$ cat config.mk
export PLATFORM = sky130hd
export DESIGN_NAME = afe_core
export DESIGN_NICKNAME = d
export VERILOG_FILES = /design/src/hw/afe_pkg.sv /design/src/hw/afe_core.sv /design/src/hw/afe_io.sv /design/src/hw/afe_mul.sv
export SDC_FILE = /design/constraint.sdc
export NUM_CORES = 1
export LEC_CHECK = 0
export BUFFER_PORTS_ARGS = -buffer_cell sky130_fd_sc_hd__buf_2
export CORE_ASPECT_RATIO = 1.4
export CORE_MARGIN = 4
export CORE_UTILIZATION = 52
export CTS_BUF_LIST = sky130_fd_sc_hd__clkbuf_2 sky130_fd_sc_hd__clkbuf_4 sky130_fd_sc_hd__clkbuf_8
export DETAILED_ROUTE_END_ITERATION = 12
export PLACE_DENSITY = 0.76
export SYNTH_ARGS = -nofsm -noshare
export SYNTH_HDL_FRONTEND = slang
export SYNTH_SLANG_ARGS = --single-unit
$ cat constraint.sdc
create_clock -name clk_i -period 17.1 [get_ports clk_i]
set_input_delay 0.855 -clock clk_i [delete_from_list [all_inputs] [get_ports clk_i]]
set_output_delay 0.855 -clock clk_i [all_outputs]
set_load 0.03 [all_outputs]
$ cat src/hw/afe_pkg.sv
package afe_pkg;

  localparam logic [11:0] OFS_CMD    = 12'h000;
  localparam logic [11:0] OFS_OPND   = 12'h004;
  localparam logic [11:0] OFS_PC     = 12'h008;
  localparam logic [11:0] OFS_ZPTR   = 12'h00c;
  localparam logic [11:0] OFS_RESULT = 12'h010;
  localparam logic [11:0] OFS_FLAGS  = 12'h014;
  localparam logic [11:0] OFS_STATUS = 12'h018;
  localparam logic [11:0] OFS_RET    = 12'h01c;
  localparam int          IO_WIN_BIT = 7;

  localparam int OPND_RD_LSB  = 0;
  localparam int OPND_K_LSB   = 8;
  localparam int OPND_RDH_LSB = 16;
  localparam int OPND_OFF_LSB = 24;
  localparam int STAT_BUSY    = 0;
  localparam int STAT_BADOP   = 1;
  localparam int STAT_IOERR   = 2;

  localparam logic [15:0] PC_RST    = 16'h0000;
  localparam logic [15:0] ZPTR_RST  = 16'h0000;
  localparam logic [31:0] OPND_RST  = 32'h0000_0000;
  localparam logic [5:0]  FLAGS_RST = 6'h00;

  localparam logic [4:0] IO_FLAG_IDX  = 5'h0e;
  localparam logic [7:0] IO_W1C_MASK  = 8'hc0;
  localparam logic [5:0] IO_LAST_ADDR = 6'h1f;

  localparam logic [1:0] CYC_ONE   = 2'h1;
  localparam logic [1:0] CYC_TWO   = 2'h2;
  localparam logic [1:0] CYC_THREE = 2'h3;

  typedef struct packed {
    logic h;
    logic s;
    logic v;
    logic n;
    logic z;
    logic c;
  } afe_flags_t;

  typedef struct packed {
    logic [7:0] offset;
    logic [7:0] rdh;
    logic [7:0] k;
    logic [7:0] rd;
  } afe_opnd_t;

  typedef enum logic [4:0] {
    OP_ADD = 5'h00, OP_ADC = 5'h01, OP_WADDI = 5'h02, OP_SUB = 5'h03,
    OP_SUBTRACT_IMMEDIATE = 5'h04, OP_SBC = 5'h05, OP_SUBTRACT_IMMEDIATE_WITH_CARRY = 5'h06, OP_WSUBI = 5'h07,
    OP_AND = 5'h08, OP_ANDI = 5'h09, OP_OR = 5'h0a, OP_ORI = 5'h0b,
    OP_EOR = 5'h0c, OP_COM = 5'h0d, OP_NEG = 5'h0e, OP_SBR = 5'h0f,
    OP_CBR = 5'h10, OP_TST = 5'h11, OP_CLR = 5'h12, OP_SER = 5'h13,
    OP_MUL = 5'h14, OP_SIGNED_MULTIPLY = 5'h15, OP_MIXED_SIGN_MULTIPLY = 5'h16, OP_FRACTIONAL_UNSIGNED_MULTIPLY = 5'h17,
    OP_FRACTIONAL_SIGNED_MULTIPLY = 5'h18, OP_FRACTIONAL_MIXED_MULTIPLY = 5'h19, OP_RELATIVE_JUMP = 5'h1a, OP_INDIRECT_JUMP = 5'h1b,
    OP_RELATIVE_CALL = 5'h1c, OP_INDIRECT_CALL = 5'h1d, OP_IOSET = 5'h1e, OP_IOCLR = 5'h1f
  } afe_op_t;

  typedef enum logic [1:0] {
    ST_IDLE = 2'b01,
    ST_RUN  = 2'b10
  } afe_state_t;

  typedef struct packed {
    logic       en;
    logic [4:0] idx;
    logic [2:0] bitn;
    logic       set;
  } afe_rmw_t;

endpackage
$ cat src/hw/afe_core.sv
`timescale 1ns/10ps
module afe_core (
  input  wire logic        clk_i,
  input  wire logic        resetn_i,
  input  wire logic        psel_i,
  input  wire logic        penable_i,
  input  wire logic        pwrite_i,
  input  wire logic [11:0] paddr_i,
  input  wire logic [31:0] pwdata_i,
  input  wire logic [3:0]  pstrb_i,
  output logic      [31:0] prdata_o,
  output logic             pready_o,
  output logic             pslverr_o,
  input  wire logic [7:0]  io_evt_i,
  output logic      [7:0]  io_flag_o,
  output logic             busy_o,
  output logic      [15:0] pc_o
);
  afe_pkg::afe_state_t state_q;
  afe_pkg::afe_state_t state_d;
  afe_pkg::afe_op_t    op_q;
  afe_pkg::afe_opnd_t  opnd_q;
  afe_pkg::afe_flags_t flags_q;
  afe_pkg::afe_flags_t f_d;
  afe_pkg::afe_rmw_t   rmw;
  logic [15:0] pc_q;
  logic [15:0] zptr_q;
  logic [15:0] res_q;
  logic [15:0] ret_q;
  logic [1:0]  cnt_q;
  logic        badop_q;
  logic        ioerr_q;
  logic [31:0] prdata_q;
  logic        err_q;

  logic        setup;
  logic        access;
  logic        is_io;
  logic        reg_hit;
  logic        wr_ok;
  logic        start;
  logic        commit;
  logic [31:0] wmask;
  logic [31:0] rd_mux;
  logic [7:0]  io_rdata;

  logic [7:0]  rd;
  logic [7:0]  k;
  logic        cin_add;
  logic        cin_sub;
  logic [7:0]  sub_a;
  logic [7:0]  sub_b;
  logic [8:0]  sum9;
  logic [4:0]  sum5;
  logic [8:0]  dif9;
  logic [4:0]  dif5;
  logic [15:0] word;
  logic [15:0] wsum;
  logic [15:0] wdif;
  logic [7:0]  lres;
  logic [15:0] mprod;
  logic        mcarry;
  logic        mzero;
  logic        msign_a;
  logic        msign_b;
  logic        mfrac;
  logic [15:0] res_d;
  logic        res_wr;
  logic [15:0] pc_d;
  logic        pc_wr;
  logic        ret_wr;
  logic        io_bad;

  assign setup   = psel_i && !penable_i;
  assign access  = psel_i && penable_i;
  assign is_io   = paddr_i[afe_pkg::IO_WIN_BIT];
  assign reg_hit = !is_io && (paddr_i[11:5] == 7'h00) && (paddr_i[1:0] == 2'h0);
  // Writes are refused while an operation runs, so the bus never races the datapath.
  assign wr_ok   = access && pwrite_i && (reg_hit || is_io) && (state_q == afe_pkg::ST_IDLE) && !err_q;
  assign start   = wr_ok && reg_hit && (paddr_i == afe_pkg::OFS_CMD) && pstrb_i[0];
  assign commit  = (state_q == afe_pkg::ST_RUN) && (cnt_q == 2'h1);
  assign wmask   = {{8{pstrb_i[3]}}, {8{pstrb_i[2]}}, {8{pstrb_i[1]}}, {8{pstrb_i[0]}}};

  assign pready_o  = 1'b1;
  assign pslverr_o = access && err_q;
  assign prdata_o  = prdata_q;
  assign busy_o    = (state_q == afe_pkg::ST_RUN);
  assign pc_o      = pc_q;

  always_comb begin
    rd_mux = 32'h0000_0000;
    case (paddr_i)
      afe_pkg::OFS_CMD:    rd_mux = {27'h000_0000, op_q};
      afe_pkg::OFS_OPND:   rd_mux = opnd_q;
      afe_pkg::OFS_PC:     rd_mux = {16'h0000, pc_q};
      afe_pkg::OFS_ZPTR:   rd_mux = {16'h0000, zptr_q};
      afe_pkg::OFS_RESULT: rd_mux = {16'h0000, res_q};
      afe_pkg::OFS_FLAGS:  rd_mux = {26'h000_0000, flags_q};
      afe_pkg::OFS_STATUS: rd_mux = {29'h0000_0000, ioerr_q, badop_q, busy_o};
      afe_pkg::OFS_RET:    rd_mux = {16'h0000, ret_q};
      default:             rd_mux = 32'h0000_0000;
    endcase
    if (is_io) begin
      rd_mux = {24'h00_0000, io_rdata};
    end
  end

  // Read data and the error answer are settled in the setup cycle.
  always_ff @(posedge clk_i) begin
    if (!resetn_i) begin
      prdata_q <= 32'h0000_0000;
      err_q    <= 1'b0;
    end else if (setup) begin
      prdata_q <= pwrite_i ? 32'h0000_0000 : rd_mux;
      err_q    <= !(reg_hit || is_io) || (pwrite_i && (state_q != afe_pkg::ST_IDLE));
    end
  end

  always_ff @(posedge clk_i) begin
    if (!resetn_i) begin
      opnd_q <= afe_pkg::OPND_RST;
      zptr_q <= afe_pkg::ZPTR_RST;
    end else if (wr_ok && reg_hit) begin
      if (paddr_i == afe_pkg::OFS_OPND) begin
        opnd_q <= (opnd_q & ~wmask) | (pwdata_i & wmask);
      end
      if (paddr_i == afe_pkg::OFS_ZPTR) begin
        zptr_q <= (zptr_q & ~wmask[15:0]) | (pwdata_i[15:0] & wmask[15:0]);
      end
    end
  end

  always_ff @(posedge clk_i) begin
    if (!resetn_i) begin
      op_q    <= afe_pkg::OP_ADD;
      badop_q <= 1'b0;
    end else if (start) begin
      op_q    <= afe_pkg::afe_op_t'(pwdata_i[4:0]);
      badop_q <= (pwdata_i[7:5] != 3'h0);
    end
  end

  always_comb begin
    state_d = state_q;
    case (state_q)
      afe_pkg::ST_IDLE: begin
        if (start && (pwdata_i[7:5] == 3'h0)) begin
          state_d = afe_pkg::ST_RUN;
        end
      end
      afe_pkg::ST_RUN: begin
        if (commit) begin
          state_d = afe_pkg::ST_IDLE;
        end
      end
      default: state_d = afe_pkg::ST_IDLE;
    endcase
  end

  always_ff @(posedge clk_i) begin
    if (!resetn_i) begin
      state_q <= afe_pkg::ST_IDLE;
    end else begin
      state_q <= state_d;
    end
  end

  always_ff @(posedge clk_i) begin
    if (!resetn_i) begin
      cnt_q <= 2'h0;
    end else if (state_q == afe_pkg::ST_IDLE && state_d == afe_pkg::ST_RUN) begin
      case (afe_pkg::afe_op_t'(pwdata_i[4:0]))
        afe_pkg::OP_WADDI, afe_pkg::OP_WSUBI, afe_pkg::OP_MUL, afe_pkg::OP_SIGNED_MULTIPLY,
        afe_pkg::OP_MIXED_SIGN_MULTIPLY, afe_pkg::OP_FRACTIONAL_UNSIGNED_MULTIPLY, afe_pkg::OP_FRACTIONAL_SIGNED_MULTIPLY, afe_pkg::OP_FRACTIONAL_MIXED_MULTIPLY,
        afe_pkg::OP_RELATIVE_JUMP, afe_pkg::OP_INDIRECT_JUMP, afe_pkg::OP_IOSET, afe_pkg::OP_IOCLR:
          cnt_q <= afe_pkg::CYC_TWO;
        afe_pkg::OP_RELATIVE_CALL, afe_pkg::OP_INDIRECT_CALL:
          cnt_q <= afe_pkg::CYC_THREE;
        default:
          cnt_q <= afe_pkg::CYC_ONE;
      endcase
    end else if (state_q == afe_pkg::ST_RUN) begin
      cnt_q <= cnt_q - 2'h1;
    end
  end

  assign rd   = opnd_q.rd;
  assign k    = opnd_q.k;
  assign word = {opnd_q.rdh, opnd_q.rd};

  assign cin_sub = ((op_q == afe_pkg::OP_SBC) || (op_q == afe_pkg::OP_SUBTRACT_IMMEDIATE_WITH_CARRY)) && flags_q.c;
  assign cin_add = (op_q == afe_pkg::OP_ADC) && flags_q.c;
  assign sub_a = (op_q == afe_pkg::OP_NEG) ? 8'h00 : rd;
  assign sub_b = (op_q == afe_pkg::OP_NEG) ? rd : k;

  assign sum9 = {1'b0, rd} + {1'b0, k} + {8'h00, cin_add};
  assign sum5 = {1'b0, rd[3:0]} + {1'b0, k[3:0]} + {4'h0, cin_add};
  assign dif9 = {1'b0, sub_a} - {1'b0, sub_b} - {8'h00, cin_sub};
  assign dif5 = {1'b0, sub_a[3:0]} - {1'b0, sub_b[3:0]} - {4'h0, cin_sub};
  assign wsum = word + {10'h000, k[5:0]};
  assign wdif = word - {10'h000, k[5:0]};

  assign msign_a = (op_q == afe_pkg::OP_SIGNED_MULTIPLY) || (op_q == afe_pkg::OP_MIXED_SIGN_MULTIPLY) ||
                   (op_q == afe_pkg::OP_FRACTIONAL_SIGNED_MULTIPLY) || (op_q == afe_pkg::OP_FRACTIONAL_MIXED_MULTIPLY);
  assign msign_b = (op_q == afe_pkg::OP_SIGNED_MULTIPLY) || (op_q == afe_pkg::OP_FRACTIONAL_SIGNED_MULTIPLY);
  assign mfrac   = (op_q == afe_pkg::OP_FRACTIONAL_UNSIGNED_MULTIPLY) || (op_q == afe_pkg::OP_FRACTIONAL_SIGNED_MULTIPLY) ||
                   (op_q == afe_pkg::OP_FRACTIONAL_MIXED_MULTIPLY);

  afe_mul u_mul (
    .a_i      (rd),
    .b_i      (k),
    .sign_a_i (msign_a),
    .sign_b_i (msign_b),
    .frac_i   (mfrac),
    .prod_o   (mprod),
    .carry_o  (mcarry),
    .zero_o   (mzero)
  );

  assign io_bad = (k[5:0] > afe_pkg::IO_LAST_ADDR) || (k[7:6] != 2'h0);

  always_comb begin
    f_d    = flags_q;
    lres   = 8'h00;
    res_d  = res_q;
    res_wr = 1'b0;
    pc_d   = pc_q;
    pc_wr  = 1'b0;
    ret_wr = 1'b0;
    rmw    = '0;
    case (op_q)
      afe_pkg::OP_ADD, afe_pkg::OP_ADC: begin
        res_d  = {8'h00, sum9[7:0]};
        res_wr = 1'b1;
        f_d.c  = sum9[8];
        f_d.h  = sum5[4];
        f_d.v  = (rd[7] == k[7]) && (sum9[7] != rd[7]);
      end
      afe_pkg::OP_SUB, afe_pkg::OP_SUBTRACT_IMMEDIATE, afe_pkg::OP_SBC, afe_pkg::OP_SUBTRACT_IMMEDIATE_WITH_CARRY, afe_pkg::OP_NEG: begin
        res_d  = {8'h00, dif9[7:0]};
        res_wr = 1'b1;
        f_d.c  = dif9[8];
        f_d.h  = dif5[4];
        f_d.v  = (sub_a[7] != sub_b[7]) && (dif9[7] != sub_a[7]);
      end
      afe_pkg::OP_WADDI: begin
        res_d  = wsum;
        res_wr = 1'b1;
        f_d.v  = !word[15] && wsum[15];
        f_d.c  = !wsum[15] && word[15];
      end
      afe_pkg::OP_WSUBI: begin
        res_d  = wdif;
        res_wr = 1'b1;
        f_d.v  = word[15] && !wdif[15];
        f_d.c  = wdif[15] && !word[15];
      end
      afe_pkg::OP_AND, afe_pkg::OP_ANDI, afe_pkg::OP_OR, afe_pkg::OP_ORI, afe_pkg::OP_SBR,
      afe_pkg::OP_EOR, afe_pkg::OP_CBR, afe_pkg::OP_TST, afe_pkg::OP_CLR, afe_pkg::OP_COM: begin
        case (op_q)
          afe_pkg::OP_AND, afe_pkg::OP_ANDI: lres = rd & k;
          afe_pkg::OP_OR, afe_pkg::OP_ORI, afe_pkg::OP_SBR: lres = rd | k;
          afe_pkg::OP_EOR: lres = rd ^ k;
          afe_pkg::OP_CBR: lres = rd & (8'hff - k);
          afe_pkg::OP_TST: lres = rd & rd;
          afe_pkg::OP_CLR: lres = rd ^ rd;
          default: lres = 8'hff - rd;
        endcase
        res_d  = {8'h00, lres};
        res_wr = 1'b1;
        f_d.v  = 1'b0;
        if (op_q == afe_pkg::OP_COM) begin
          f_d.c = 1'b1;
        end
      end
      afe_pkg::OP_SER: begin
        res_d  = 16'h00ff;
        res_wr = 1'b1;
      end
      afe_pkg::OP_MUL, afe_pkg::OP_SIGNED_MULTIPLY, afe_pkg::OP_MIXED_SIGN_MULTIPLY,
      afe_pkg::OP_FRACTIONAL_UNSIGNED_MULTIPLY, afe_pkg::OP_FRACTIONAL_SIGNED_MULTIPLY, afe_pkg::OP_FRACTIONAL_MIXED_MULTIPLY: begin
        res_d  = mprod;
        res_wr = 1'b1;
        f_d.c  = mcarry;
        f_d.z  = mzero;
      end
      afe_pkg::OP_RELATIVE_JUMP, afe_pkg::OP_RELATIVE_CALL: begin
        pc_d   = pc_q + {{8{opnd_q.offset[7]}}, opnd_q.offset} + 16'h0001;
        pc_wr  = 1'b1;
        ret_wr = (op_q == afe_pkg::OP_RELATIVE_CALL);
      end
      afe_pkg::OP_INDIRECT_JUMP, afe_pkg::OP_INDIRECT_CALL: begin
        pc_d   = zptr_q;
        pc_wr  = 1'b1;
        ret_wr = (op_q == afe_pkg::OP_INDIRECT_CALL);
      end
      afe_pkg::OP_IOSET, afe_pkg::OP_IOCLR: begin
        rmw.en   = commit && !io_bad;
        rmw.idx  = k[4:0];
        rmw.bitn = rd[2:0];
        rmw.set  = (op_q == afe_pkg::OP_IOSET);
      end
      default: begin
        res_wr = 1'b0;
      end
    endcase
    if (res_wr && (op_q != afe_pkg::OP_SER) && !mfrac && (op_q != afe_pkg::OP_MUL) &&
        (op_q != afe_pkg::OP_SIGNED_MULTIPLY) && (op_q != afe_pkg::OP_MIXED_SIGN_MULTIPLY)) begin
      if ((op_q == afe_pkg::OP_WADDI) || (op_q == afe_pkg::OP_WSUBI)) begin
        f_d.z = (res_d == 16'h0000);
        f_d.n = res_d[15];
        f_d.s = res_d[15] ^ f_d.v;
      end else begin
        f_d.z = (res_d[7:0] == 8'h00);
        f_d.n = res_d[7];
      end
    end
  end

  always_ff @(posedge clk_i) begin
    if (!resetn_i) begin
      flags_q <= afe_pkg::FLAGS_RST;
    end else if (commit) begin
      flags_q <= f_d;
    end else if (wr_ok && reg_hit && (paddr_i == afe_pkg::OFS_FLAGS) && pstrb_i[0]) begin
      flags_q <= pwdata_i[5:0];
    end
  end

  always_ff @(posedge clk_i) begin
    if (!resetn_i) begin
      res_q <= 16'h0000;
    end else if (commit && res_wr) begin
      res_q <= res_d;
    end
  end

  always_ff @(posedge clk_i) begin
    if (!resetn_i) begin
      pc_q  <= afe_pkg::PC_RST;
      ret_q <= 16'h0000;
    end else if (commit && pc_wr) begin
      pc_q <= pc_d;
      if (ret_wr) begin
        ret_q <= pc_q + 16'h0001;
      end
    end else if (wr_ok && reg_hit && (paddr_i == afe_pkg::OFS_PC)) begin
      pc_q <= (pc_q & ~wmask[15:0]) | (pwdata_i[15:0] & wmask[15:0]);
    end
  end

  always_ff @(posedge clk_i) begin
    if (!resetn_i) begin
      ioerr_q <= 1'b0;
    end else if (commit && ((op_q == afe_pkg::OP_IOSET) || (op_q == afe_pkg::OP_IOCLR))) begin
      ioerr_q <= io_bad;
    end
  end

  afe_io u_io (
    .clk_i     (clk_i),
    .resetn_i  (resetn_i),
    .wr_en_i   (wr_ok && is_io && pstrb_i[0]),
    .wr_idx_i  (paddr_i[6:2]),
    .wr_data_i (pwdata_i[7:0]),
    .rd_idx_i  (paddr_i[6:2]),
    .rd_data_o (io_rdata),
    .rmw_i     (rmw),
    .evt_i     (io_evt_i),
    .flag_o    (io_flag_o)
  );
endmodule

$ cat src/hw/afe_io.sv
`timescale 1ns/10ps
module afe_io (
  input  wire logic             clk_i,
  input  wire logic             resetn_i,
  input  wire logic             wr_en_i,
  input  wire logic [4:0]       wr_idx_i,
  input  wire logic [7:0]       wr_data_i,
  input  wire logic [4:0]       rd_idx_i,
  output logic      [7:0]       rd_data_o,
  input  wire afe_pkg::afe_rmw_t rmw_i,
  input  wire logic [7:0]       evt_i,
  output logic      [7:0]       flag_o
);
  logic [7:0] mem_q [32];
  logic [7:0] rmw_old;
  logic [7:0] rmw_val;

  assign rd_data_o = mem_q[rd_idx_i];
  assign flag_o    = mem_q[afe_pkg::IO_FLAG_IDX];
  assign rmw_old   = mem_q[rmw_i.idx];

  always_comb begin
    rmw_val = rmw_old;
    rmw_val[rmw_i.bitn] = rmw_i.set;
  end

  for (genvar i = 0; i < 32; i++) begin : g_ent
    localparam logic [7:0] MASK = (i == int'(afe_pkg::IO_FLAG_IDX)) ? afe_pkg::IO_W1C_MASK : 8'h00;
    logic       hit_w;
    logic       hit_r;
    logic [7:0] wval;
    logic [7:0] d;
    assign hit_w = wr_en_i && (wr_idx_i == 5'(i));
    assign hit_r = rmw_i.en && (rmw_i.idx == 5'(i));
    assign wval  = hit_r ? rmw_val : wr_data_i;
    always_comb begin
      d = mem_q[i];
      if (hit_w || hit_r) begin
        d = (wval & ~MASK) | (mem_q[i] & MASK & ~wval);
      end
      // An event in the same cycle as its clear is kept.
      d = d | (evt_i & MASK);
    end
    always_ff @(posedge clk_i) begin
      if (!resetn_i) begin
        mem_q[i] <= 8'h00;
      end else begin
        mem_q[i] <= d;
      end
    end
  end
endmodule

$ cat src/hw/afe_mul.sv
`timescale 1ns/10ps
module afe_mul (
  input  wire logic [7:0]  a_i,
  input  wire logic [7:0]  b_i,
  input  wire logic        sign_a_i,
  input  wire logic        sign_b_i,
  input  wire logic        frac_i,
  output logic      [15:0] prod_o,
  output logic             carry_o,
  output logic             zero_o
);
  logic signed [8:0]  ext_a;
  logic signed [8:0]  ext_b;
  logic signed [17:0] full;
  logic        [15:0] raw;

  // Extending by one bit lets one signed multiplier serve all three sign mixes.
  assign ext_a = signed'({sign_a_i & a_i[7], a_i});
  assign ext_b = signed'({sign_b_i & b_i[7], b_i});
  assign full  = ext_a * ext_b;
  assign raw   = full[15:0];
  assign carry_o = raw[15];
  assign prod_o = frac_i ? {raw[14:0], 1'b0} : raw;
  assign zero_o = (prod_o == 16'h0000);
endmodule

## Yosys cells after proc, flatten, opt, wreduce, memory -nomap -nowiden

Memories as Yosys holds them, arrays and structs flattened.
Cells that the tools add are included.

| storage, ports and cells | value |
|---|---|
| register bits after elaboration | 146 |
| bits in latches | 0 |
| RAM bits | 256 |
| ROM bits | 64 |
| bits of input ports | 61 |
| output and inout bits | 59 |
| memories kept | 2 |

| cells by class | value |
|---|---|
| add/subtract/negate cells | 16 |
| multiply operators | 1 |
| div/mod/pow operators | 0 |
| magnitude comparators | 3 |
| equality and inequality tests | 151 |
| shift operators | 0 |
| muxes and demuxes | 132 |
| bitwise gates (word level) | 55 |
| reduce and logical (&&, ||, !) cells | 222 |

Memory list:

| name | depth | width | rd ports | clocked after memory_dff | write ports | line | text |
|---|---|---|---|---|---|---|---|
| u_io.mem_q | 32 | 8 | 3 | 0 | 32 | afe_io.sv:14 | `logic [7:0] mem_q [32];` |
| (name not given) | 32 | 2 | 1 | 0 | 0 | afe_core.sv:172 | `case (afe_pkg::afe_op_t'(pwdata_i[4:0]))` |

Operators by type and width:

| operator | count |
|---|---|
| 2-to-1 mux 8 bit | 98 |
| one-hot mux 32 bit (8 select lines) | 1 |
| equality test 5 bit (second input constant) | 48 |
| equality test 5 x 4 -> 1 bit (second input constant) | 24 |
| one-hot mux 16 bit (7 select lines) | 1 |
| logical AND 1 bit | 103 |
| AND reduction 2 bit | 38 |
| AND 32 bit | 2 |
| 2-to-1 mux 32 bit | 2 |
| equality test 5 x 3 -> 1 bit (second input constant) | 12 |
| AND 16 bit | 3 |
| equality test 12 x 5 -> 1 bit (second input constant) | 4 |
| 2-to-1 mux 16 bit | 3 |
| one-hot mux 8 bit (6 select lines) | 1 |
| logical OR 1 bit | 44 |
| adder 16 x 1 -> 16 bit (second input constant) | 2 |
| AND 8 bit | 4 |
| logical NOT 16 bit | 2 |
| NOT 32 bit | 1 |
| bitwise OR 1 bit | 32 |
| bitwise OR 16 bit | 2 |
| bitwise OR 32 bit | 1 |
| one-hot mux 16 bit (2 select lines) | 1 |
| inequality test 1 bit (second input constant) | 31 |
| 64 further kinds | 120 |

## Longest topological paths before layout

Gate-level depths: netlist (run 1).

| depth | value |
|---|---|
| word-level depth | 17 |
| mapped depth | 26 |
| gate-level depth less buffers | 23 |

## By module

Synthesis (run 1) repeated with hierarchy kept, for this count alone.

| second synthesis, totals | value |
|---|---|
| cells, all modules | 3112 |
| area total of the unflattened synthesis | 29779.8 um2 |

By module, submodules not included:

| module | instances | cells each | area an instance (um2) |
|---|---|---|---|
| afe_io | 1 | 1409 | 16379.5 |
| afe_core | 1 | 1358 | 10410.0 |
| afe_mul | 1 | 345 | 2990.4 |

## Worst setup path after synthesis (run 1)

No wires, ideal clock.

| timing path | value |
|---|---|
| kind | flip-flop to flip-flop |
| start point | register op_q[3] |
| end point | register flags_q[4] (netlist name) |
| arrival | 6237 ps |
| data required time | 16984 ps |
| path slack | 10747 ps |
| cell stages (with the launch flop) | 26 |
| path buffers | 4 |
| cell sequence | dfxtp_1 -> buf_4 -> buf_2 -> buf_1 -> buf_1 -> a22o_1 -> nand4_1 -> nand2b_1 -> fa_1 -> fa_1 -> inv_1 -> fa_1 -> fa_1 -> inv_1 -> fa_1 -> inv_1 -> ha_1 -> o211ai_1 -> o211a_1 -> o31ai_1 -> xnor2_1 -> o21ai_0 -> a32o_1 -> nor2_1 -> xor2_1 -> a41o_1 |

| between the ends | value |
|---|---|
| longest elaborated chain between the ends | 12 |
| elaborated cells on any way between the ends | 75 |

RTL lines:

| what | line | text |
|---|---|---|
| start, declared | afe_core.sv:21 | `afe_pkg::afe_op_t op_q;` |
| start signal, assigned | afe_core.sv:135 | `op_q <= afe_pkg::OP_ADD;` |
| start signal, assigned | afe_core.sv:138 | `op_q <= afe_pkg::afe_op_t'(pwdata_i[4:0]);` |
| equality test 5 bit, on equally long branches | afe_core.sv:203, afe_core.sv:205, afe_core.sv:231 |  |
| logical OR 1 bit (2 in a row) | afe_core.sv:203 | `assign msign_a = (op_q == afe_pkg::OP_SIGNED_MULTIPLY) \|\| (op_q == afe_pkg::OP_MIXED_SIGN_MULTIPLY) \|\|` |
| logical OR 1 bit | afe_core.sv:204 | `(op_q == afe_pkg::OP_FRACTIONAL_SIGNED_MULTIPLY) \|\| (op_q == afe_pkg::OP_FRACTIONAL_MIXED_MULTIPLY);` |
| AND 1 bit | afe_mul.sv:18 | `assign ext_a = signed'({sign_a_i & a_i[7], a_i});` |
| multiplier 9 x 9 -> 16 bit | afe_mul.sv:20 | `assign full = ext_a * ext_b;` |
| 2-to-1 mux 16 bit | afe_mul.sv:23 | `assign prod_o = frac_i ? {raw[14:0], 1'b0} : raw;` |
| one-hot mux 16 bit (7 select lines) | afe_core.sv:231 | `case (op_q)` |
| bitwise XOR 1 bit | afe_core.sv:312 | `f_d.s = res_d[15] ^ f_d.v;` |
| 2-to-1 mux 1 bit | afe_core.sv:309 | `if ((op_q == afe_pkg::OP_WADDI) \|\| (op_q == afe_pkg::OP_WSUBI)) begin` |
| 2-to-1 mux 1 bit | afe_core.sv:307 | `if (res_wr && (op_q != afe_pkg::OP_SER) && !mfrac && (op_q != afe_pkg::OP_MUL) &&` |
| 2-to-1 mux 6 bit | afe_core.sv:323 | `end else if (commit) begin` |
| end signal, assigned | afe_core.sv:322 | `flags_q <= afe_pkg::FLAGS_RST;` |
| end signal, assigned | afe_core.sv:326 | `flags_q <= pwdata_i[5:0];` |
| end, declared | afe_core.sv:23 | `afe_pkg::afe_flags_t flags_q;` |

Parallel ways exist; a longest one is shown, timed or not. The select of a mux whose other input is x is not followed.
A chain may end at the register's enable or synchronous reset.

## Worst setup path in the final report (run 1)

| timing path | value |
|---|---|
| start point | register op_q[2] |
| end point | register flags_q[1] (netlist name) |

| between the ends | value |
|---|---|
| longest elaborated chain between the ends | 12 |
| elaborated cells on any way between the ends | 74 |

RTL lines:

| what | line | text |
|---|---|---|
| equality test 5 bit, on equally long branches | afe_core.sv:203, afe_core.sv:205, afe_core.sv:231 |  |
| logical OR 1 bit (2 in a row) | afe_core.sv:203 |  |
| logical OR 1 bit | afe_core.sv:204 |  |
| AND 1 bit | afe_mul.sv:18 |  |
| multiplier 9 x 9 -> 16 bit | afe_mul.sv:20 |  |
| 2-to-1 mux 16 bit | afe_mul.sv:23 |  |
| one-hot mux 16 bit (7 select lines) | afe_core.sv:231 |  |
| logical NOT 16 bit | afe_core.sv:310 | `f_d.z = (res_d == 16'h0000);` |
| 2-to-1 mux 2 bit | afe_core.sv:309 |  |
| 2-to-1 mux 2 bit | afe_core.sv:307 |  |
| 2-to-1 mux 6 bit | afe_core.sv:323 |  |

Parallel ways exist; a longest one is shown, timed or not. The select of a mux whose other input is x is not followed.

==> results.md, run 1 <==
* Number of different library cells in the post-synthesis netlist at 97
* TritonCTS clock tree: done
* Fin worst setup slack at 9.37 ns
* Total nets after synthesis at 3497
* Final hold viol count at 0
* Launch point of the worst reg-to-reg path: op_q[2]
* Power Density at 66.9 nW/um2
* Setup slack at placement at 9.51 ns
* Netlist area before placement at 30000 um2
* Clock Latency Late Sink at 0.69 ns
* Share of the yosys chip area belonging to registers at 0.351
* Most Frequent Cell on Critical Path: sky130_fd_sc_hd__fa_1
* Reg-to-reg slack, setup at 9.37 ns
* Global-route wire length before repair at 162 mm
* DRC violation total after the first TritonRoute iteration at 3742
* Initial cell density of the core at 0.528
* Placement Rows at 103
* Most used flip-flop cell after synthesis: sky130_fd_sc_hd__edfxtp_1
* Setup tns final at 0 ns
* Most common library cell in the layout ignoring fill and taps: sky130_fd_sc_hd__nor2_1
* Worst reg-to-reg path cell count at 23
* Remaining antenna violation count after routing at 0
* Post-Layout Cell Count at 4025
* Buffer depth of the longest clock path at 3
* Final weighted congestion of routability-driven global placement at 0.986
* Data arrival, critical path at 8.33 ns
* Measured slew at the worst slew-check pin at 1.28 ns
* Cell depth of the worst setup path at 23
* Clock sink count at 402
* Final Skew at 0.0383 ns
* Clock tree root driver cell: sky130_fd_sc_hd__clkbuf_8
* Worst hold-check path type: in2reg
* Boundary Pins at 120
* Total number of H-tree levels at 3
* Post-layout min period at 7.73 ns
* Total routing resource utilization after global routing at 0.338
* CP startpoint kind: flop
* Total via count in the routed design at 27.7k
* Post-Synthesis Mean Instance Area at 9.16 um2
* Worst setup path end: flags_q[1]
* Filler cell count in the final layout at 4995
* Routed wire per std cell at 26.6 um
* Highest-delay cell along the critical path: sky130_fd_sc_hd__fa_1
* Count of warnings emitted by yosys at 0
* CTS buffer count at 68
* Setup repair after global routing missed its margin: false
* Number of pins exceeding their max-slew limit in the final report at 0
* Headroom to the max-slew limit at 0.148
* Net count reported at finish at 3459
* Multi-input gate area at 17900 um2
* DRC Markers at 2
* Final worst path period share at 0.452
* Max-cap violations at 0
* Yosys reg bits at 402
* Fraction of final layout cells with drive strength greater than 1 at 0.147
* Post-synth EDFFs at 248
* Area enclosed by the die boundary at 61700 um2
* Post-CTS Setup Bufs at 0
* Antenna violations before repair at 2
* Area growth syn-to-layout at 7.70%
* CP top delay family: adder cells
* Hold buffer count at CTS at 0
* Total of cells resized after clock tree synthesis at 0
* Area inside the core boundary at 56800 um2
* Number of port buffers at 112
* Cells along the critical path: buf_4 -> nor2b_1 -> nand2_1 -> a21oi_1 -> nand2_1 -> fa_1 -> fa_1 -> inv_1 -> fa_1 -> fa_1 -> inv_1 -> fa_1 -> inv_1 -> ha_1 -> a21oi_1 -> o21ai_0 -> xnor2_1 -> o22ai_1 -> a211oi_1 -> a21oi_1 -> nor4_1 -> nand4_1 -> a21oi_1
* Max Clock Freq at 0.129 GHz
* Stage delay of the slowest cell on the critical path at 0.53 ns
* Total instance count after detailed placement at 3903
* Leak at 11.2 nW
* Largest net degree at the start of global routing at 91
* Vias in the first global route at 26.9k
* Die height at 292 um
* Most frequent cells in the layout: sky130_fd_sc_hd__nor2_1 (495), sky130_fd_sc_hd__nand2_1 (290), sky130_fd_sc_hd__a211oi_1 (286)
* Worst Path Max Fanout at 31
* Critical path startpoint: op_q[2]
* Horizontal die dimension at 211 um
* Crit. End Element: flop
* Clock-pin slew reported for the worst setup and hold paths after clock tree synthesis at 0.06 ns
* Total of endpoints with negative setup slack in the final report at 0
* Final standard cell utilization of the core at 0.569
* Total length of routed wires at 107 mm
* Footprint of the flip-flops and latches at 10500 um2
* Number of instances in the synthesized netlist at 3276
* Post-DP HPWL at 74.1 mm
* Violated checks: DRC
* Async set-or-reset flop fraction in the synthesized netlist at 0
* Buffers & Inverters on Critical Path at 4
* Overflow after GRT at 0
* First-pass iteration count of the detailed router at 11
* Tot Pwr at 2.16 mW
* Crit Path Class: reg2reg
* RR Endpoint: flags_q[1]
* Result of the run: complete, but fails checks
* Worst vdd rail ir drop at 0.0544 mV
* Required time of the critical path at 17.71 ns
* Detail-routed via count per cell at 6.88
cell families after synthesis:
| family | synth area share |
|---|---|
| buffers and inverters | 0.0573 |
| AND/OR/NAND/NOR | 0.176 |
| AO/OA/AOI/OAI | 0.199 |
| XOR/XNOR | 0.0197 |
| multiplexers | 0.113 |
| adder cells (fa/ha/maj) | 0.0842 |
| flip-flops | 0.351 |
| other | 0.000125 |
worst reg2reg max path, cell delays in order (launching register included):
cell                       delay [ns]
sky130_fd_sc_hd__dfxtp_1         0.46
sky130_fd_sc_hd__buf_4           0.39
sky130_fd_sc_hd__nor2b_1         0.51
sky130_fd_sc_hd__nand2_1         0.22
sky130_fd_sc_hd__a21oi_1         0.50
sky130_fd_sc_hd__nand2_1         0.26
sky130_fd_sc_hd__fa_1            0.53
sky130_fd_sc_hd__fa_1            0.51
sky130_fd_sc_hd__inv_1           0.06
sky130_fd_sc_hd__fa_1            0.49
sky130_fd_sc_hd__fa_1            0.49
sky130_fd_sc_hd__inv_1           0.05
sky130_fd_sc_hd__fa_1            0.38
sky130_fd_sc_hd__inv_1           0.07
sky130_fd_sc_hd__ha_1            0.27
sky130_fd_sc_hd__a21oi_1         0.33
sky130_fd_sc_hd__o21ai_0         0.19
sky130_fd_sc_hd__xnor2_1         0.44
sky130_fd_sc_hd__o22ai_1         0.14
sky130_fd_sc_hd__a211oi_1        0.53
sky130_fd_sc_hd__a21oi_1         0.15
sky130_fd_sc_hd__nor4_1          0.35
sky130_fd_sc_hd__nand4_1         0.17
sky130_fd_sc_hd__a21oi_1         0.15
stage by stage:
| step | hold WS, ns | area, um2 |
|---|---|---|
| after CTS | 0.375 | 32300 |
| after global placement | 0.438 | 30900 |
| after global routing | 0.419 | 32300 |
| after detailed placement | 0.445 | 30900 |
| after floorplan | 0.433 | 30000 |
| final | 0.419 | 32300 |
worst min-delay path by stage:
| stage | endpoint | slack, ns | cells past startpoint | startpoint |
|---|---|---|---|---|
| finish | u_io.mem_q[14][6] | 0.42 | 3 | io_evt_i[6] |
| global route | u_io.mem_q[14][6] | 0.42 | 3 | io_evt_i[6] |
| CTS | u_io.mem_q[14][6] | 0.38 | 3 | io_evt_i[6] |
| detailed placement | prdata_o[6] | 0.44 | 2 | prdata_o[6] |
| global placement | prdata_o[1] | 0.44 | 2 | prdata_o[1] |
| floorplan | flags_q[5] | 0.43 | 2 | flags_q[5] |
where the power goes:
part / switching [mW] / internal, mW
clock network: 0.429 / 0.492
registers: 0.0154 / 1.05
logic: 0.114 / 0.0620
metal layers:
layer  wire length, um  global-route usage  vias up
met3             11400              0.0778      575
met2             49000               0.540     1986
met1             36400               0.392    13000
li1                  -                   -    12100
met5                13                   0        -
met4             10300               0.257        2
cell type report:
class,count,share of cell area
clock inverters,28,0.00743
multi-input cells,2445,0.553
inverters,146,0.0171
diodes,2,0.000155
well taps,735,0.0285
clock buffers,92,0.0359
repair buffers,175,0.0321
flip-flops and latches,402,0.326
synth_stat cells, drive strengths merged, types with 25 or more instances:
cell / instances / share of area
a211oi: 287 / 0.072
a21oi: 158 / 0.026
a221oi: 25 / 0.0075
a22oi: 67 / 0.017
a31oi: 26 / 0.0054
and2: 39 / 0.0081
and3: 36 / 0.0075
buf: 101 / 0.016
clkbuf: 182 / 0.023
dfxtp: 154 / 0.10
edfxtp: 248 / 0.25
fa: 70 / 0.047
ha: 90 / 0.038
inv: 140 / 0.018
mux2i: 95 / 0.032
mux4: 99 / 0.074
nand2: 291 / 0.036
nand3: 46 / 0.0077
nor2: 521 / 0.067
nor3: 45 / 0.0080
o21ai: 92 / 0.015
or3: 42 / 0.0088
xnor2: 40 / 0.012
xor2: 25 / 0.0073
Power figures use the tool's default switching activity.
==> run 2: changes to the inputs <==
- PLACE_DENSITY: 0.76 -> 0.79
- clock period: 17.1 -> 7 ns (I/O delays scaled with it)
==> results.md, run 2 (same netlist as run 1, synthesis figures left out) <==
* Final worst path period share at 0.923 (+0.472)
* Tot Pwr at 5.26 mW (+140%)
* DRC violation total after the first TritonRoute iteration at 3843 (+2.7%)
* Detail-routed via count per cell at 6.89 (+0.12%)
* Required time of the critical path at 7.54 ns (-10.17 ns)
* Final hold viol count at 0 (unchanged)
* Data arrival, critical path at 7.01 ns (-1.32 ns)
* Clock Latency Late Sink at 0.67 ns (-0.02 ns)
* Total of cells resized after clock tree synthesis at 0 (unchanged)
* CTS buffer count at 67 (-1.5%)
* Largest net degree at the start of global routing at 97 (+6.6%)
* Antenna violations before repair at 5 (+3)
* Total via count in the routed design at 28.0k (+1.1%)
* Total of endpoints with negative setup slack in the final report at 0 (unchanged)
* Most common library cell in the layout ignoring fill and taps: sky130_fd_sc_hd__nor2_1
* Worst vdd rail ir drop at 0.130 mV (+140%)
* Clock tree root driver cell: sky130_fd_sc_hd__clkbuf_8
* Area enclosed by the die boundary at 61700 um2 (unchanged)
* Max-cap violations at 0 (unchanged)
* Buffer depth of the longest clock path at 3 (unchanged)
* Total routing resource utilization after global routing at 0.335 (-0.00221)
* Crit Path Class: reg2reg
* Clock sink count at 402 (unchanged)
* Final weighted congestion of routability-driven global placement at 1.05 (+7.0%)
* DRC Markers at 0 (-2)
* Horizontal die dimension at 211 um (unchanged)
* Result of the run: finished clean
* Worst Path Max Fanout at 6 (-81%)
* Most frequent cells in the layout: sky130_fd_sc_hd__nor2_1 (495), sky130_fd_sc_hd__nand2_1 (290), sky130_fd_sc_hd__a211oi_1 (286)
* CP startpoint kind: flop
* Leak at 11.4 nW (+1.6%)
* Total number of H-tree levels at 3 (unchanged)
* Number of port buffers at 112 (unchanged)
* Fraction of final layout cells with drive strength greater than 1 at 0.149 (+0.00223)
* Worst hold-check path type: in2reg
* Post-layout min period at 6.46 ns (-1.26 ns)
* Setup tns final at 0 ns (unchanged)
* Total instance count after detailed placement at 3919 (+0.41%)
* Max Clock Freq at 0.155 GHz (+20%)
* Measured slew at the worst slew-check pin at 1.30 ns (+0.0208 ns)
* Net count reported at finish at 3498 (+1.1%)
* First-pass iteration count of the detailed router at 10 (-1)
* Vias in the first global route at 26.9k (-0.14%)
* Post-DP HPWL at 75.0 mm (+1.2%)
* Initial cell density of the core at 0.528 (unchanged)
* Total length of routed wires at 107 mm (about the same)
* Power Density at 161 nW/um2 (+140%)
* Area growth syn-to-layout at 8.88%
* Crit. End Element: flop
* Placement Rows at 103 (unchanged)
* Post-Layout Cell Count at 4065 (+0.99%)
* Remaining antenna violation count after routing at 0 (unchanged)
* TritonCTS clock tree: done
* Routed wire per std cell at 26.4 um (-0.99%)
* Final Skew at 0.0450 ns (+0.00675 ns)
* Boundary Pins at 120 (unchanged)
* Headroom to the max-slew limit at 0.135 (-0.0130)
* Number of pins exceeding their max-slew limit in the final report at 0 (unchanged)
* Setup repair after global routing missed its margin: false
* Clock-pin slew reported for the worst setup and hold paths after clock tree synthesis at 0.07 ns (about the same)
* Area inside the core boundary at 56800 um2 (unchanged)
* Global-route wire length before repair at 161 mm (-0.48%)
* Overflow after GRT at 0 (unchanged)
* Die height at 292 um (unchanged)
run 2: routing by layer:
layer / track usage / part of all wire / vias to the layer above
li1: - / - / 12200
met1: 0.387 / 0.33 / 13100
met2: 0.540 / 0.46 / 2068
met3: 0.0772 / 0.11 / 593
met4: 0.255 / 0.096 / 2
met5: 0 / 0.00016 / -
run 2: critical path, stage by stage, from the launching register on:
cell and delay (ns):
sky130_fd_sc_hd__dfxtp_1 0.36, sky130_fd_sc_hd__nor2b_1 0.35, sky130_fd_sc_hd__nand2_1 0.16, sky130_fd_sc_hd__a21oi_1 0.19
sky130_fd_sc_hd__buf_4 0.20, sky130_fd_sc_hd__nand2_1 0.14, sky130_fd_sc_hd__fa_1 0.48, sky130_fd_sc_hd__fa_1 0.51
sky130_fd_sc_hd__inv_1 0.06, sky130_fd_sc_hd__fa_1 0.48, sky130_fd_sc_hd__fa_1 0.49, sky130_fd_sc_hd__inv_1 0.06
sky130_fd_sc_hd__fa_1 0.39, sky130_fd_sc_hd__inv_1 0.07, sky130_fd_sc_hd__ha_1 0.27, sky130_fd_sc_hd__a21oi_1 0.31
sky130_fd_sc_hd__and3_1 0.23, sky130_fd_sc_hd__a221oi_1 0.08, sky130_fd_sc_hd__o21ai_0 0.47, sky130_fd_sc_hd__and2_1 0.27
sky130_fd_sc_hd__o41ai_1 0.08, sky130_fd_sc_hd__nor2_1 0.32, sky130_fd_sc_hd__xor2_1 0.12, sky130_fd_sc_hd__a41o_1 0.26
run 2: stage by stage:
stage	hold WS, ns	utilization	area (um2)	setup slack, ns
final	0.0280	0.575	32700	0.536
after global placement	0.438	0.546	31000	0.669
after floorplan	0.433	-	30000	0.647
after global routing	0.0468	0.575	32700	0.168
after CTS	0.00447	0.575	32700	0.605
after detailed placement	0.440	0.546	31000	0.635
run 2: area by class of cell:
class	instances	area (um2)
Antenna cell	4	10.0
Clock inverter	24	184
Clock buffer	94	1200
Multi-Input combinational cell	2445	17900
Timing Repair Buffer	215	1410
Sequential cell	402	10500
Fill cell	4914	24200
Inverter	146	553
Tap cell	735	920
run 2: timing repair:
action,in CTS,in global routing
hold buffers,24,0
buffers inserted,0,0
hold endpoints to repair,28,0
setup endpoints to repair,0,0
run 2: path summary, 6_finish.rpt:
kind                                    from     endpoint  slack [ns]  cells after the start
worst max-delay path                 op_q[2]   flags_q[4]        0.54                     23
worst min-delay path            pwdata_i[10]         flop        0.03                      3
worst max register to register       op_q[2]   flags_q[4]        0.54                     23
worst min register to register   prdata_o[1]  prdata_o[1]        0.45                      2
run 2: where the power goes:
| group | internal [mW] | switching, mW |
|---|---|---|
| clock network | 1.19 | 1.03 |
| registers | 2.56 | 0.0386 |
| logic | 0.159 | 0.278 |
